[config.mk]
export PLATFORM = sky130hd
export DESIGN_NAME = gab_address_mode
export DESIGN_NICKNAME = d
export VERILOG_FILES = /design/src/core/gab_address_mode.v
export VERILOG_INCLUDE_DIRS = /design/src /design/src/core
export SDC_FILE = /design/constraint.sdc
export NUM_CORES = 1
export LEC_CHECK = 0
export ABC_AREA = 1
export ABC_CLOCK_PERIOD_IN_PS = 1300
export BUFFER_PORTS_ARGS = -buffer_cell sky130_fd_sc_hd__buf_4
export CORE_ASPECT_RATIO = 0.8
export CORE_MARGIN = 2
export CORE_UTILIZATION = 25
export DETAILED_ROUTE_END_ITERATION = 12
export MAX_ROUTING_LAYER = met4
export SYNTH_ARGS = -nofsm -noshare
export SYNTH_HDL_FRONTEND = slang
export SYNTH_SLANG_ARGS = --single-unit
export TNS_END_PERCENT = 30
[constraint.sdc]
create_clock -name sys_clk -period 1.3 [get_ports sys_clk]
set_input_delay 0.065 -clock sys_clk [delete_from_list [all_inputs] [get_ports sys_clk]]
set_output_delay 0.065 -clock sys_clk [all_outputs]
set_load 0.1 [all_outputs]
[src/core/gab_defines.vh]
// constants for the address mode logic
`ifndef GAB_DEFINES_VH
`define GAB_DEFINES_VH
`define GAB_MODE_TLO 2'h0
`define GAB_MODE_DUAL 2'h1
`define GAB_MODE_EXT_SINGLE 2'h2
`define GAB_MODE_EXT_DUAL 2'h3
`define GAB_AUX_VALID 8'h0f
`define GAB_AUX_NONVALID 8'h07
`define GAB_GRP_LISTEN 2'h1
`define GAB_GRP_TALK 2'h2
`define GAB_GRP_SECONDARY 2'h3
`define GAB_UN_ADDR 5'h1f
`define GAB_SLOT_TD 6
`define GAB_SLOT_LD 5
`define GAB_BYTE_ZERO 8'h00
`endif

[src/core/gab_address_mode.v]
// address recognition mode logic of the bus interface core
//
// Notes on behaviour
// mode field picks one of four modes
// mode zero: talk-only and listen-only drive functions
// host keeps only-bits and mode exclusive
// mode 1: major slot zero, minor slot one
// dual modes report major or minor received
// single address: disable minor talker and listener
// mode 2: primary then secondary, no host
// mode 2: primary vs slot zero, secondary slot one
// mode 3: dual primaries each need secondary
// mode 3 secondary: pending flag and latch
// hold accept-data until valid or non-valid
// host checks secondary, answers valid or not
// host writes zero to unused mode bits
// host sets both transceiver mode bits
// valid is 0f, non-valid is 07
// valid addresses and releases; non-valid only releases; non-valid here also clears talker_addressed for a held talker
`timescale 1ns/100ps
`default_nettype none
`include "gab_defines.vh"
module gab_address_mode
(
   input wire sys_clk,
   input wire rst,
   input wire [1:0] address_mode_select,
   input wire talk_only,
   input wire listen_only,
   input wire [7:0] address_slot_zero,
   input wire [7:0] address_slot_one,
   input wire [7:0] cmd_byte,
   input wire cmd_valid,
   input wire aux_wr,
   input wire [7:0] auxiliary_command_port,
   input wire transceiver_mode_high,
   input wire transceiver_mode_low,
   input wire controller_in_charge,
   input wire pullup_enable,
   output reg talker_addressed,
   output reg listener_addressed,
   output reg talker_primary_addressed_state,
   output reg listener_primary_addressed_state,
   output reg major_minor_indicator,
   output reg secondary_pending_flag,
   output reg [7:0] command_passthrough_latch,
   output reg accept_data_state,
   output reg transceiver_ctrl_two,
   output reg transceiver_ctrl_three
);
   // ----------------------------------------
   // command decode
   // ----------------------------------------
   wire [1:0] grp = cmd_byte[6:5];
   wire [4:0] adr = cmd_byte[4:0];
   wire take = cmd_valid & ~accept_data_state;
   wire is_lsn = take & (grp == `GAB_GRP_LISTEN);
   wire is_tlk = take & (grp == `GAB_GRP_TALK);
   wire is_sec = take & (grp == `GAB_GRP_SECONDARY);
   wire unaddr = (adr == `GAB_UN_ADDR);
   wire hit_maj = (adr == address_slot_zero[4:0]);
   wire hit_min = (adr == address_slot_one[4:0]);
   wire dual = address_mode_select[0];
   // minor slot only counts in dual modes; disable bits gate each function
   wire tlk_maj = hit_maj & ~address_slot_zero[`GAB_SLOT_TD];
   wire tlk_min = dual & hit_min & ~address_slot_one[`GAB_SLOT_TD];
   wire lsn_maj = hit_maj & ~address_slot_zero[`GAB_SLOT_LD];
   wire lsn_min = dual & hit_min & ~address_slot_one[`GAB_SLOT_LD];
   wire aux_valid = aux_wr & (auxiliary_command_port == `GAB_AUX_VALID);
   wire aux_nonvalid = aux_wr & (auxiliary_command_port == `GAB_AUX_NONVALID);
   // remembers whether the held secondary arrived with talker or listener primary
   reg held_tlk;
   reg held_lsn;

   // ----------------------------------------
   // addressing state
   // ----------------------------------------
   always @(posedge sys_clk)
   begin
      if (rst)
      begin
         talker_addressed <= 1'h0;
         listener_addressed <= 1'h0;
         talker_primary_addressed_state <= 1'h0;
         listener_primary_addressed_state <= 1'h0;
         major_minor_indicator <= 1'h0;
         secondary_pending_flag <= 1'h0;
         command_passthrough_latch <= `GAB_BYTE_ZERO;
         accept_data_state <= 1'h0;
         held_tlk <= 1'h0;
         held_lsn <= 1'h0;
         transceiver_ctrl_two <= 1'h0;
         transceiver_ctrl_three <= 1'h0;
      end
      else
      begin
         // both mode bits set route controller and pull-up onto the two outputs
         transceiver_ctrl_two <= transceiver_mode_high & transceiver_mode_low & controller_in_charge;
         transceiver_ctrl_three <= transceiver_mode_high & transceiver_mode_low & pullup_enable;
         case (address_mode_select)
            `GAB_MODE_TLO:
            begin
               // bus addresses ignored entirely
               talker_addressed <= talk_only;
               listener_addressed <= listen_only;
               talker_primary_addressed_state <= 1'h0;
               listener_primary_addressed_state <= 1'h0;
               accept_data_state <= 1'h0;
               secondary_pending_flag <= 1'h0;
            end
            `GAB_MODE_DUAL:
            begin
               // hold only exists in mode 3; leaving it must not strand the handshake
               accept_data_state <= 1'h0;
               secondary_pending_flag <= 1'h0;
               if (is_lsn)
               begin
                  if (unaddr)
                     listener_addressed <= 1'h0;
                  else if (lsn_maj | lsn_min)
                  begin
                     listener_addressed <= 1'h1;
                     major_minor_indicator <= ~lsn_maj;
                  end
               end
               if (is_tlk)
               begin
                  talker_addressed <= tlk_maj | tlk_min;
                  if (tlk_maj | tlk_min)
                     major_minor_indicator <= ~tlk_maj;
               end
            end
            `GAB_MODE_EXT_SINGLE:
            begin
               // same release of a stranded hold as in mode 1
               accept_data_state <= 1'h0;
               secondary_pending_flag <= 1'h0;
               // secondary must follow the primary directly
               if (is_lsn)
               begin
                  if (unaddr)
                     listener_addressed <= 1'h0;
                  listener_primary_addressed_state <= lsn_maj;
                  talker_primary_addressed_state <= 1'h0;
               end
               else if (is_tlk)
               begin
                  talker_primary_addressed_state <= tlk_maj;
                  listener_primary_addressed_state <= 1'h0;
                  if (!tlk_maj)
                     talker_addressed <= 1'h0;
               end
               else if (is_sec)
               begin
                  if (hit_min & listener_primary_addressed_state)
                     listener_addressed <= 1'h1;
                  if (talker_primary_addressed_state)
                     talker_addressed <= hit_min;
                  talker_primary_addressed_state <= 1'h0;
                  listener_primary_addressed_state <= 1'h0;
               end
               else if (take)
               begin
                  talker_primary_addressed_state <= 1'h0;
                  listener_primary_addressed_state <= 1'h0;
               end
            end
            default:
            begin
               if (accept_data_state)
               begin
                  // handshake frozen until host answers
                  if (aux_valid | aux_nonvalid)
                  begin
                     accept_data_state <= 1'h0;
                     secondary_pending_flag <= 1'h0;
                     talker_primary_addressed_state <= 1'h0;
                     listener_primary_addressed_state <= 1'h0;
                     if (aux_valid & held_lsn)
                        listener_addressed <= 1'h1;
                     if (held_tlk)
                        talker_addressed <= aux_valid;
                  end
               end
               else if (is_lsn)
               begin
                  if (unaddr)
                     listener_addressed <= 1'h0;
                  listener_primary_addressed_state <= lsn_maj | lsn_min;
                  talker_primary_addressed_state <= 1'h0;
                  if (lsn_maj | lsn_min)
                     major_minor_indicator <= ~lsn_maj;
               end
               else if (is_tlk)
               begin
                  talker_primary_addressed_state <= tlk_maj | tlk_min;
                  listener_primary_addressed_state <= 1'h0;
                  if (tlk_maj | tlk_min)
                     major_minor_indicator <= ~tlk_maj;
                  else
                     talker_addressed <= 1'h0;
               end
               else if (is_sec & (talker_primary_addressed_state | listener_primary_addressed_state))
               begin
                  secondary_pending_flag <= 1'h1;
                  command_passthrough_latch <= cmd_byte;
                  accept_data_state <= 1'h1;
                  held_tlk <= talker_primary_addressed_state;
                  held_lsn <= listener_primary_addressed_state;
               end
               else if (take)
               begin
                  talker_primary_addressed_state <= 1'h0;
                  listener_primary_addressed_state <= 1'h0;
               end
            end
         endcase
      end
   end
endmodule
`default_nettype wire

==> metrics list, run 1 <==
* Result of the run: finished with violations
* Violations in the final reports: setup timing
- In this run the static leakage power is 1.17 nW.
- Max VDD drop: 0.383 mV
- The via count of the first global-routing pass is 1733.
- Crit path setup slack, layout: -0.157 ns
- Routed Wire Length: 4630 µm
- Insertion delay of the later-clocked pin in the worst-skew pair: 0.26 ns
- The largest individual stage delay along the critical path comes from the cell dfxtp_4.
* Wire length of the first global-routing pass: 7560 µm
- Relative slew slack: 78.3%
- Max Freq: 686 MHz
- After floorplanning, the core was divided into 24 placement rows.
- In this run the number of H-tree levels came out at 1.
- Fraction of final layout cells with drive strength greater than 1: 37.9%
- Count of vias placed by the detailed router: 1793
- Synthesis produced a netlist whose cell count is 240.
* Post-synth top cells: 65 x nand2_1, 39 x inv_1, 24 x nor2_1
- Final Hold Violating Endpoints: 0
* Vias per Instance: 4.34
- Of all cell types, the one taking the most synthesized area is dfxtp_1.
* Die boundary height: 72.3 µm
* Largest cells by area after synthesis: dfxtp_1 26%, nand2_1 17%, inv_1 10%
- Routed Antenna Nets: 0
- The tree is rooted in a clkbuf_8.
* Cell area after synthesis: 1460 µm²
- Total number of yosys warnings: 0
- TritonCTS built the clock tree.
- The critical path is of the flip-flop to flip-flop type.
* Placeable Area: 5530 µm²
- WL/cell: 11.2 µm
- The die is 89.4 µm wide.
* Post-synth top area share: 26.1%
* Setup repair after global routing missed its margin: yes
- Among all flip-flop cells after synthesis, the most frequent one is dfxtp_1.
- DRC violation total after the first TritonRoute iteration: 77
* Number of clock sinks: 19
- For this run, design rule violations remaining after detail routing come to 0.
* Area of the die: 6460 µm²
* Area taken by multi-input logic gates: 937 µm²
- Asr flop ratio synth: 0%
- From synthesis to final layout, the design area changed by 61.5%.
* Final net count: 384
- Registers take 394 µm².
- Of all nets on the critical path, the largest fanout is 6.
* Effective utilization at floorplan: 26.4%
- Across every metal layer, demand over resource in global routing totals 15.2%.
- Type of element launching the critical path: flip-flop
- The critical path goes through inv_4 > nand2_4 > buf_6 > nor2_4 > nand2_2 > a21oi_4 > nand2_1 > nand3_2 > inv_2 > o21ai_1 > a21oi_1.
* Final period demand of the worst path: 1.46 ns
* Number of buffers added to fix hold violations after cts: 0
* Synthesized area per cell: 6.07 µm²
- Entering global routing, the biggest net connects 16 pins.
- Stage delay of the slowest cell on the critical path: 0.36 ns
- Input and output buffers added on the ports amount to 58.
* Net count after synthesis: 288
* Total iterations of the first detailed-routing run: 4
* Max_cap viols: 0
* Worst setup EP type: flip-flop
- The number of buffers and inverters on the critical path is 3.
- Tightest Hold Check Type: input port to flip-flop
- Data arrives at the worst endpoint at 1.60 ns.
- In this design, the largest share of critical-path delay is due to simple AND/OR/NAND/NOR gates.
* GR Overflow Total: 0
- After layout, the worst path uses 112% of the clock period.
- The initial antenna violation count was 0.
- The HPWL after detailed placement is 3860 µm.
* Number of fill cells: 626
- 0 antenna diodes ended up in the layout.
- Number of storage elements in the synthesis netlist: 19
- Boundary pin count: 61
* Transition time of the tightest slew-check pin: 0.323 ns
* Number of distinct library cells after synthesis: 30
- Sequential fraction of the synthesis area: 26.1%
* Total Power: 0.00164 W
- Power spread over the standard cell area amounts to 697 nW/µm².
- Data on the critical path is required at its endpoint by 1.45 ns.
* Total clock buffers created by CTS: 3
- Gpl congestion: 0.844
* Final setup violation count: 14
* Clock transition at the registers of the reported paths: 0.08 ns
* Max-slew violation count: 0
* Setup_tns: -1.21 ns
* Number of flops mapped to enable cells by yosys: 0
* Dominant cell by count in the synthesized netlist: nand2_1
- No sink is reached through more buffers than the 2 on the longest clock path.
- Clock skew: 0.00727 ns
logic make-up after synthesis:
| kind of cell | count (synthesis) | synth area share [%] |
|---|---|---|
| buf+inv | 46 | 12.1 |
| fa+ha+maj | 4 | 3.43 |
| simple gates | 126 | 39.6 |
| compound gates | 40 | 15.8 |
| flops | 19 | 26.1 |
| xor+xnor | 5 | 3.00 |
layout by cell type (no fill, tap or decap):
master / synthesis / final
nand3_2: 1 / 2
a21oi_2: 1 / 2
nand4_1: 4 / 4
nand3b_4: 1 / 1
nor3_1: 1 / 1
dfxtp_1: 19 / 14
o21a_1: 1 / 1
o31ai_1: 1 / 1
nor3_2: 1 / 1
a21oi_4: 1 / 1
nand3_1: 23 / 22
ha_1: 4 / 4
nand2_1: 65 / 62
a21oi_1: 21 / 20
nor2_1: 24 / 21
nor3_4: 1 / 1
o21ai_1: 4 / 3
nand2_2: 0 / 3
inv_2: 3 / 3
dfxtp_2: 0 / 2
o211ai_1: 2 / 2
o21bai_1: 2 / 2
xnor2_1: 5 / 5
dfxtp_4: 0 / 3
buf_6: 0 / 2
clkbuf_8: 0 / 3
nand2_4: 1 / 1
buf_4: 1 / 92
or2_1: 1 / 1
clkinv_1: 1 / 1
nor2_2: 2 / 4
o21ai_2: 0 / 2
inv_1: 39 / 38
nor2_4: 1 / 2
o21ai_0: 7 / 6
inv_4: 0 / 2
where the power goes:
group | internal (W) | leakage (nW) | switching (W)
logic | 0.000252 | 0.982 | 0.000345
registers | 0.000597 | 0.157 | 0.0000148
clock network | 0.000218 | 0.0260 | 0.000213
final cells by class:
cell class              count  area share, %
flip-flops and latches     19           16.7
well taps                  78           4.15
multi-input cells         175           39.8
clock buffers               3           1.75
inverters                  43           6.96
repair buffers             94           30.3
clock inverters             1          0.266
stage by stage:
step | hold slack [ns] | area, µm² | cells | setup slack, ns | util [%]
2_1_floorplan | 0.134 | 1480 | 240 | -0.209 | -
3_3_place_gp | 0.312 | 2250 | 407 | -0.172 | 40.8
3_5_place_dp | 0.321 | 2250 | 407 | -0.231 | 40.8
4_1_cts | 0.0365 | 2330 | 411 | -0.153 | 42.1
5_1_grt | 0.0497 | 2350 | 413 | -0.278 | 42.6
6_report | 0.0386 | 2350 | 413 | -0.157 | 42.6
timing repair:
action	CTS	global route
cloned	0	0
buffers inserted	0	2
endpoints found under the hold margin	0	0
endpoints found under the setup margin	15	17
pin swaps	2	1
gates resized for setup	8	5
sequential cells by signal, indices dropped and copies added (netlist names):
signal / flops
command_passthrough_latch: 8
accept_data_state: 1
held_lsn: 1
held_tlk: 1
listener_addressed: 1
listener_primary_addressed_state: 1
major_minor_indicator: 1
secondary_pending_flag: 1
talker_addressed: 1
talker_primary_addressed_state: 1
transceiver_ctrl_three: 1
transceiver_ctrl_two: 1
path summary, 6_finish.rpt:
kind,endpoint,cells past startpoint,start,slack (ns)
worst max-delay path,listener_primary_addressed_state,11,accept_data_state,-0.16
worst min-delay path,transceiver_ctrl_three,3,transceiver_mode_low,0.04
worst max register to register,listener_primary_addressed_state,11,accept_data_state,-0.16
worst min register to register,command_passthrough_latch[5],2,command_passthrough_latch[5],0.47
metal layers:
layer | global-route usage, % | up-vias | routed length (µm)
met4 | 1.99 | 0 | 0
met3 | 2.62 | 0 | 377
met5 | - | - | 0
li1 | - | 948 | -
met2 | 23.0 | 60 | 1990
met1 | 21.9 | 785 | 2260
worst min-delay path: stages:
cell and delay [ns]:
buf_4 0.11, nand3_1 0.05, nor2_1 0.03
No activity file was read; power rests on OpenSTA's default activity.
==> inputs of run 2 (changes only) <==
RECOVER_POWER = 100   (was default)
==> run 2 against run 1 <==
  * Largest cell class unchanged
  * Combinational power shrank 2%
  * The run still ends with setup timing left
  * Fmax is essentially flat
  * Worst setup slack gained 0.00062 ns
  * Flip-flop and latch count is the same
  * Die area is the same
  * Cell count is the same
==> metrics list, run 2 (synthesis results as in run 1) <==
- Setup violations remaining at the end of the flow were counted as 14.
- Compared with the post-synthesis result, the final layout area differs by 58.9%.
* Antenna violations before repair: 0
- CTS built an H-tree with a depth of 1.
- The die covers 6460 µm².
- GRT Resource Usage Total: 15.2%
* Die boundary height: 72.3 µm
- Setup repair after global routing could not meet its margin everywhere.
- Of the total power, combinational logic draws 36.1%.
* Number of flip-flops under the largest register name: 8
* Effective utilization at floorplan: 26.4%
- Vias per Instance: 4.33
* Boundary pin count: 61
* Result of the run: finished with violations
* Count of buffers inserted at the top-level ports: 58
- Fraction of final layout cells with drive strength greater than 1: 37.9%
* Standard cell with the maximum stage delay on the critical path: dfxtp_4
- Violations in the final reports: setup timing
* Type of element launching the critical path: flip-flop
* Clock group share of total power: 26.4%
- Setup_tns: -1.19 ns
* Routed Wire Length: 4600 µm
- After clock tree synthesis, the flow added hold-fix buffers numbering 0.
- Max Freq: 687 MHz
- Crit path required time: 1.45 ns
* TritonCTS clock tree: built
- The tree is rooted in a clkbuf_8.
* Crit path setup slack, layout: -0.156 ns
* Commonest non-fill, non-tap cell in the layout: buf_4
- In this run, placement finished with an instance count of 407.
- The path class of the tightest hold or removal check is input port to flip-flop.
- Maximum clock insertion buffer count: 2
- Total iterations of the first detailed-routing run: 4
* Family with the most delay on the worst path: simple AND/OR/NAND/NOR gates
- Via count of the first global-routing pass: 1733
- The number of endpoints with negative hold slack in the final report is 0.
- In this run switching power makes up 35.1% of total power.
- The count of final max-slew check failures is 0.
* WL/cell: 11.1 µm
* Logic depth of the worst register-to-register path: 11
* Post-route clock period utilization: 112%
* Site row count: 24
- 0 antenna diodes ended up in the layout.
* Top register by number of flip-flops: command_passthrough_latch
- Sequence of cells on the critical path: inv_4 > nand2_4 > buf_6 > nor2_4 > nand2_2 > a21oi_4 > nand2_1 > nand3_2 > inv_2 > o21ai_1 > a21oi_1
* Final net count: 384
- GR Overflow Total: 0
- Internal power of the cells: 0.00106 W
- Seq pwr share: 37.5%
- DP HPWL: 3860 µm
- For this run, the slowest stage of the critical path takes 0.36 ns.
- The first routing iteration left 70 violations.
- The first global-routing pass estimated 7560 µm of wire.
* Max VDD drop: 0.388 mV
- For the worst setup path, the data arrival time is 1.61 ns.
* Number of clock sinks: 19
- Total buffers and inverters traversed by the critical path: 3
- Biggest fanout along the worst timing path: 6
* Max_cap viols: 0
- Worst hold path cell count: 3
- Insertion delay of the later-clocked pin in the worst-skew pair: 0.26 ns
* Placeable Area: 5530 µm²
- NetSw: 0.000573 W
- Worst setup EP type: flip-flop
- Pwr per Cell Area: 704 nW/µm²
- In the routed design, unresolved DRC markers number 0.
- The die is 89.4 µm wide.
- After clock tree synthesis, the clock-pin slew on the worst setup and hold paths is 0.08 ns.
- The count of cells in the finished layout, fillers not included, comes to 413.
- The routed layout has 1789 vias.
* Relative slew slack: 62.9%
* Gpl congestion: 0.844
- Subtracting the final worst setup slack from the clock period gives 1.46 ns.
* Setup WS pre-CTS: -0.231 ns
- Transition time of the tightest slew-check pin: 0.559 ns
- The worst setup path is of the flip-flop to flip-flop kind.
* Worst path depth: 11
- The analysis attributes to cell leakage a power of 1.15 nW.
- Routed Antenna Nets: 0
- Total clock buffers created by CTS: 3
* Clock skew: 0.00771 ns
* Maximum number of pins on one net before global-route repair: 16
- Commonest cells after routing, fill and taps aside: 76 x buf_4, 62 x nand2_1, 38 x inv_1, 22 x nand3_1, 21 x nor2_1
[run 2: path summary, 6_finish.rpt]
check | end | slack, ns | start
max | listener_primary_addressed_state | -0.16 | accept_data_state
min reg2reg | command_passthrough_latch[5] | 0.46 | command_passthrough_latch[5]
min | transceiver_ctrl_three | 0.04 | transceiver_mode_low
max reg2reg | listener_primary_addressed_state | -0.16 | accept_data_state
[run 2: layout make-up]
cell class	count	area, µm²
multi-input cells	175	937
well taps	78	97.6
clock buffers	3	41.3
flip-flops and latches	19	394
fillers	627	3210
clock inverters	1	6.26
repair buffers	94	676
inverters	43	164
[run 2: what timing repair did]
action,CTS,global route
setup endpoints to repair,15,17
pin swaps,2,1
gates resized for setup,8,5
buffers inserted,0,2
gates cloned,0,0
[run 2: power groups by stage]
stage | Clock [W] | Sequential, W | Combinational [W]
after CTS | 0.000446 | 0.000611 | 0.000593
after detailed placement | 0 | 0.000625 | 0.000583
final | 0.000431 | 0.000611 | 0.000588
after global placement | 0 | 0.000626 | 0.000577
after floorplan | 0 | 0.000743 | 0.000211
after global routing | 0.000470 | 0.000613 | 0.000645
[run 2: metal layers]
layer | share of wire [%] | GRT usage (%)
met1 | 49 | 21.9
met2 | 43 | 23.0
met3 | 8.1 | 2.62
met4 | 0 | 1.99
met5 | 0 | -
[run 2: worst reg2reg max path, stage by stage, from the launching register on]
cell and delay, ns:
dfxtp_4 0.36, inv_4 0.06, nand2_4 0.06, buf_6 0.12, nor2_4 0.08, nand2_2 0.09, a21oi_4 0.20, nand2_1 0.10
nand3_2 0.10, inv_2 0.04, o21ai_1 0.10, a21oi_1 0.05
[run 2: metrics by stage]
stage | cell area [µm²] | utilization [%] | hold slack, ns | power [W]
global route | 2320 | 41.9 | 0.0497 | 0.00173
CTS | 2330 | 42.1 | 0.0365 | 0.00165
finish | 2320 | 41.9 | 0.0378 | 0.00163
global placement | 2250 | 40.8 | 0.312 | 0.00120
floorplan | 1480 | - | 0.134 | 0.000954
detailed placement | 2250 | 40.8 | 0.321 | 0.00121
==> inputs of run 3 (changes only) <==
CORE_ASPECT_RATIO = default   (was 0.8)
==> run 3 against run 2 <==
  * The run still ends with setup timing left
  * Register-to-register slack is essentially flat
  * Flip-flop and latch count unchanged
  * Global-route usage decreased by 0.18 points
  * Core utilization shrank 0.19 points
  * First-iteration DRC count decreased by 10%
  * Combinational power is 1% higher
  * Wire length fell by 2.4%
  * Cell count is 1.2% lower
  * Clock skew down 0.0068 ns
  * Sequential power about the same
  * Power is 0.37% lower
  * Sequential share of layout area fell by 0.073 points
  * Largest power group unchanged
==> metrics list, run 3 (synthesis results as in run 1) <==
* Total clock buffers created by CTS: 3
- For this configuration, the core starts out at a cell density of 26.2%.
* Placeable Area: 5570 µm²
- The tightest min-delay check is of the input port to flip-flop type.
- Sequence of cells on the critical path: inv_4 > nand2_4 > nor3_4 > buf_6 > nand3_4 > nand2_1 > nor2_1 > nor2_1 > nand2_1 > nor2_1 > nor2_1
- Commonest non-fill, non-tap cell in the layout: buf_4
* Crit path required time: 1.45 ns
- In this run the remaining antenna-violating nets after routing total 0.
- The worst hold path begins at transceiver_mode_low.
- The initial antenna violation count came to 0.
- The largest individual stage delay along the critical path comes from the cell dfxtp_4.
* Routed Wire Length: 4490 µm
- WL/cell: 11.0 µm
- The worst hold path terminates at transceiver_ctrl_two.
- TritonCTS built the clock tree.
* Type of element launching the critical path: flip-flop
- CP dominant cell by count: nor2_1
- Number of fill cells: 605
- Endpoint arrival time on the critical path: 1.60 ns
- The floorplan has 27 rows.
- Relative slew slack: 63.3%
* Transition time of the tightest slew-check pin: 0.553 ns
- Post-route clock period utilization: 111%
* Final setup violation count: 13
- The checks that failed: setup timing.
- DRC violation total after the first TritonRoute iteration: 63
- Boundary pin count: 61
- Wire length of the first global-routing pass: 7560 µm
- The die covers 6460 µm².
* Layout-stage area growth over the synthesis result: 59.6%
- Number of clock sinks: 19
- Fraction of final layout cells with drive strength greater than 1: 37.5%
- Crit path setup slack, layout: -0.148 ns
- Die W: 80.4 µm
- The number of endpoints with negative hold slack in the final report is 0.
- For this run, the detailed router's first-pass iteration total came to 4.
* Clock skew: 0.000918 ns
- Max VDD drop: 0.296 mV
- At the later pin of the worst-skew pair, clock insertion delay measures 0.26 ns.
* DP HPWL: 3750 µm
* Commonest cells after routing, fill and taps aside: 76 x buf_4, 62 x nand2_1, 39 x inv_1, 23 x nor2_1, 22 x nand3_1
- Clk Tree Root Cell: clkbuf_8
- Endpoint of the lowest-slack register-to-register path: major_minor_indicator
- At the placement stage, the worst setup path has a slack of -0.247 ns.
* Logic depth of the worst register-to-register path: 11
* Final period demand of the worst path: 1.45 ns
* Final net count: 385
* Worst setup path startpoint: accept_data_state
- The worst register-to-register path begins at accept_data_state.
- For this run, the slowest stage of the critical path takes 0.35 ns.
* Biggest fanout along the worst timing path: 4
* Maximum number of pins on one net before global-route repair: 16
* DRC viols: 0
- Clock transition at the registers of the reported paths: 0.07 ns
* Count of vias placed by the detailed router: 1777
* GR Overflow Total: 0
- Top register by number of flip-flops: command_passthrough_latch
* Result of the run: finished with violations
- Leakage dissipation: 1.16 nW
- Worst setup EP type: flip-flop
* Setup repair after global routing missed its margin: yes
- Across every metal layer, demand over resource in global routing totals 15.0%.
- Max Freq: 691 MHz
* Setup_tns: -0.917 ns
* Max-slew violation count: 0
* Maximum clock insertion buffer count: 2
- Die boundary height: 80.4 µm
- After routing the design area is 2330 µm².
- Max_cap viols: 0
- The number of antenna diodes in the final layout is 0.
- The via count of the first global-routing pass is 1730.
* Pwr per Cell Area: 699 nW/µm²
- Register-to-register path setup slack: -0.15 ns
* Kind of critical path: flip-flop to flip-flop
* CTS H-tree lvls: 1
- Worst hold path cell count: 3
- After detailed placement, the total cell area comes to 2240 µm².
* Gpl congestion: 0.863
- In the routed layout, each cell is associated on average with a via count of 4.36.
* Count of buffers inserted at the top-level ports: 58
- Number of flip-flops under the largest register name: 8
==> run 3: worst max-delay path by stage <==
stage | end | slack (ns) | cells past startpoint
after floorplan | listener_addressed | -0.21 | 10
after global placement | talker_addressed | -0.23 | 13
after detailed placement | talker_addressed | -0.25 | 13
after CTS | major_minor_indicator | -0.15 | 10
after global routing | talker_addressed | -0.29 | 12
final | major_minor_indicator | -0.15 | 11
==> run 3: final cells by class <==
class,count,area (µm²),area share (%)
Clock buffer,3,41.3,1.78
Clock inverter,1,5.00,0.215
Inverter,43,164,7.05
Multi-Input combinational cell,175,951,40.9
Sequential cell,19,394,16.9
Tap cell,72,90.1,3.87
Timing Repair Buffer,95,681,29.3
==> run 3: repair_timing <==
item / CTS / global route
setup buffers: 0 / 3
endpoints found under the setup margin: 17 / 17
gates resized for setup: 9 / 6
pin swaps: 6 / 5
hold buffers: 0 / 0
==> run 3: power breakdown <==
group          total, W  switching, W  internal, W  leakage, nW
logic          0.000596      0.000347     0.000249        0.977
clock network  0.000418      0.000205     0.000213       0.0255
registers      0.000610     0.0000135     0.000597        0.157
==> run 3: routing by layer <==
layer / GRT usage [%] / share of wire (%) / vias up
met3: 2.70 / 5.1 / 4
met2: 23.6 / 45 / 38
met1: 19.6 / 49 / 784
met5: - / 0 / -
met4: 4.75 / 1.2 / 0
li1: - / - / 951
==> run 3: critical path, delay by kind of cell, from the launching register on <==
kind | cells | cell delay, ns
buffers and inverters | 2 | 0.21
flip-flops | 1 | 0.35
AND/OR/NAND/NOR | 9 | 0.79
==> run 3: metrics by stage <==
step                      hold WS (ns)  util (%)  power, W  instances
after floorplan                  0.134         -  0.000954        240
final                           0.0461      41.7   0.00162        408
after global placement           0.313      40.3   0.00121        401
after global routing            0.0398      41.7   0.00173        408
after CTS                       0.0389      41.7   0.00165        405
after detailed placement         0.317      40.3   0.00121        401
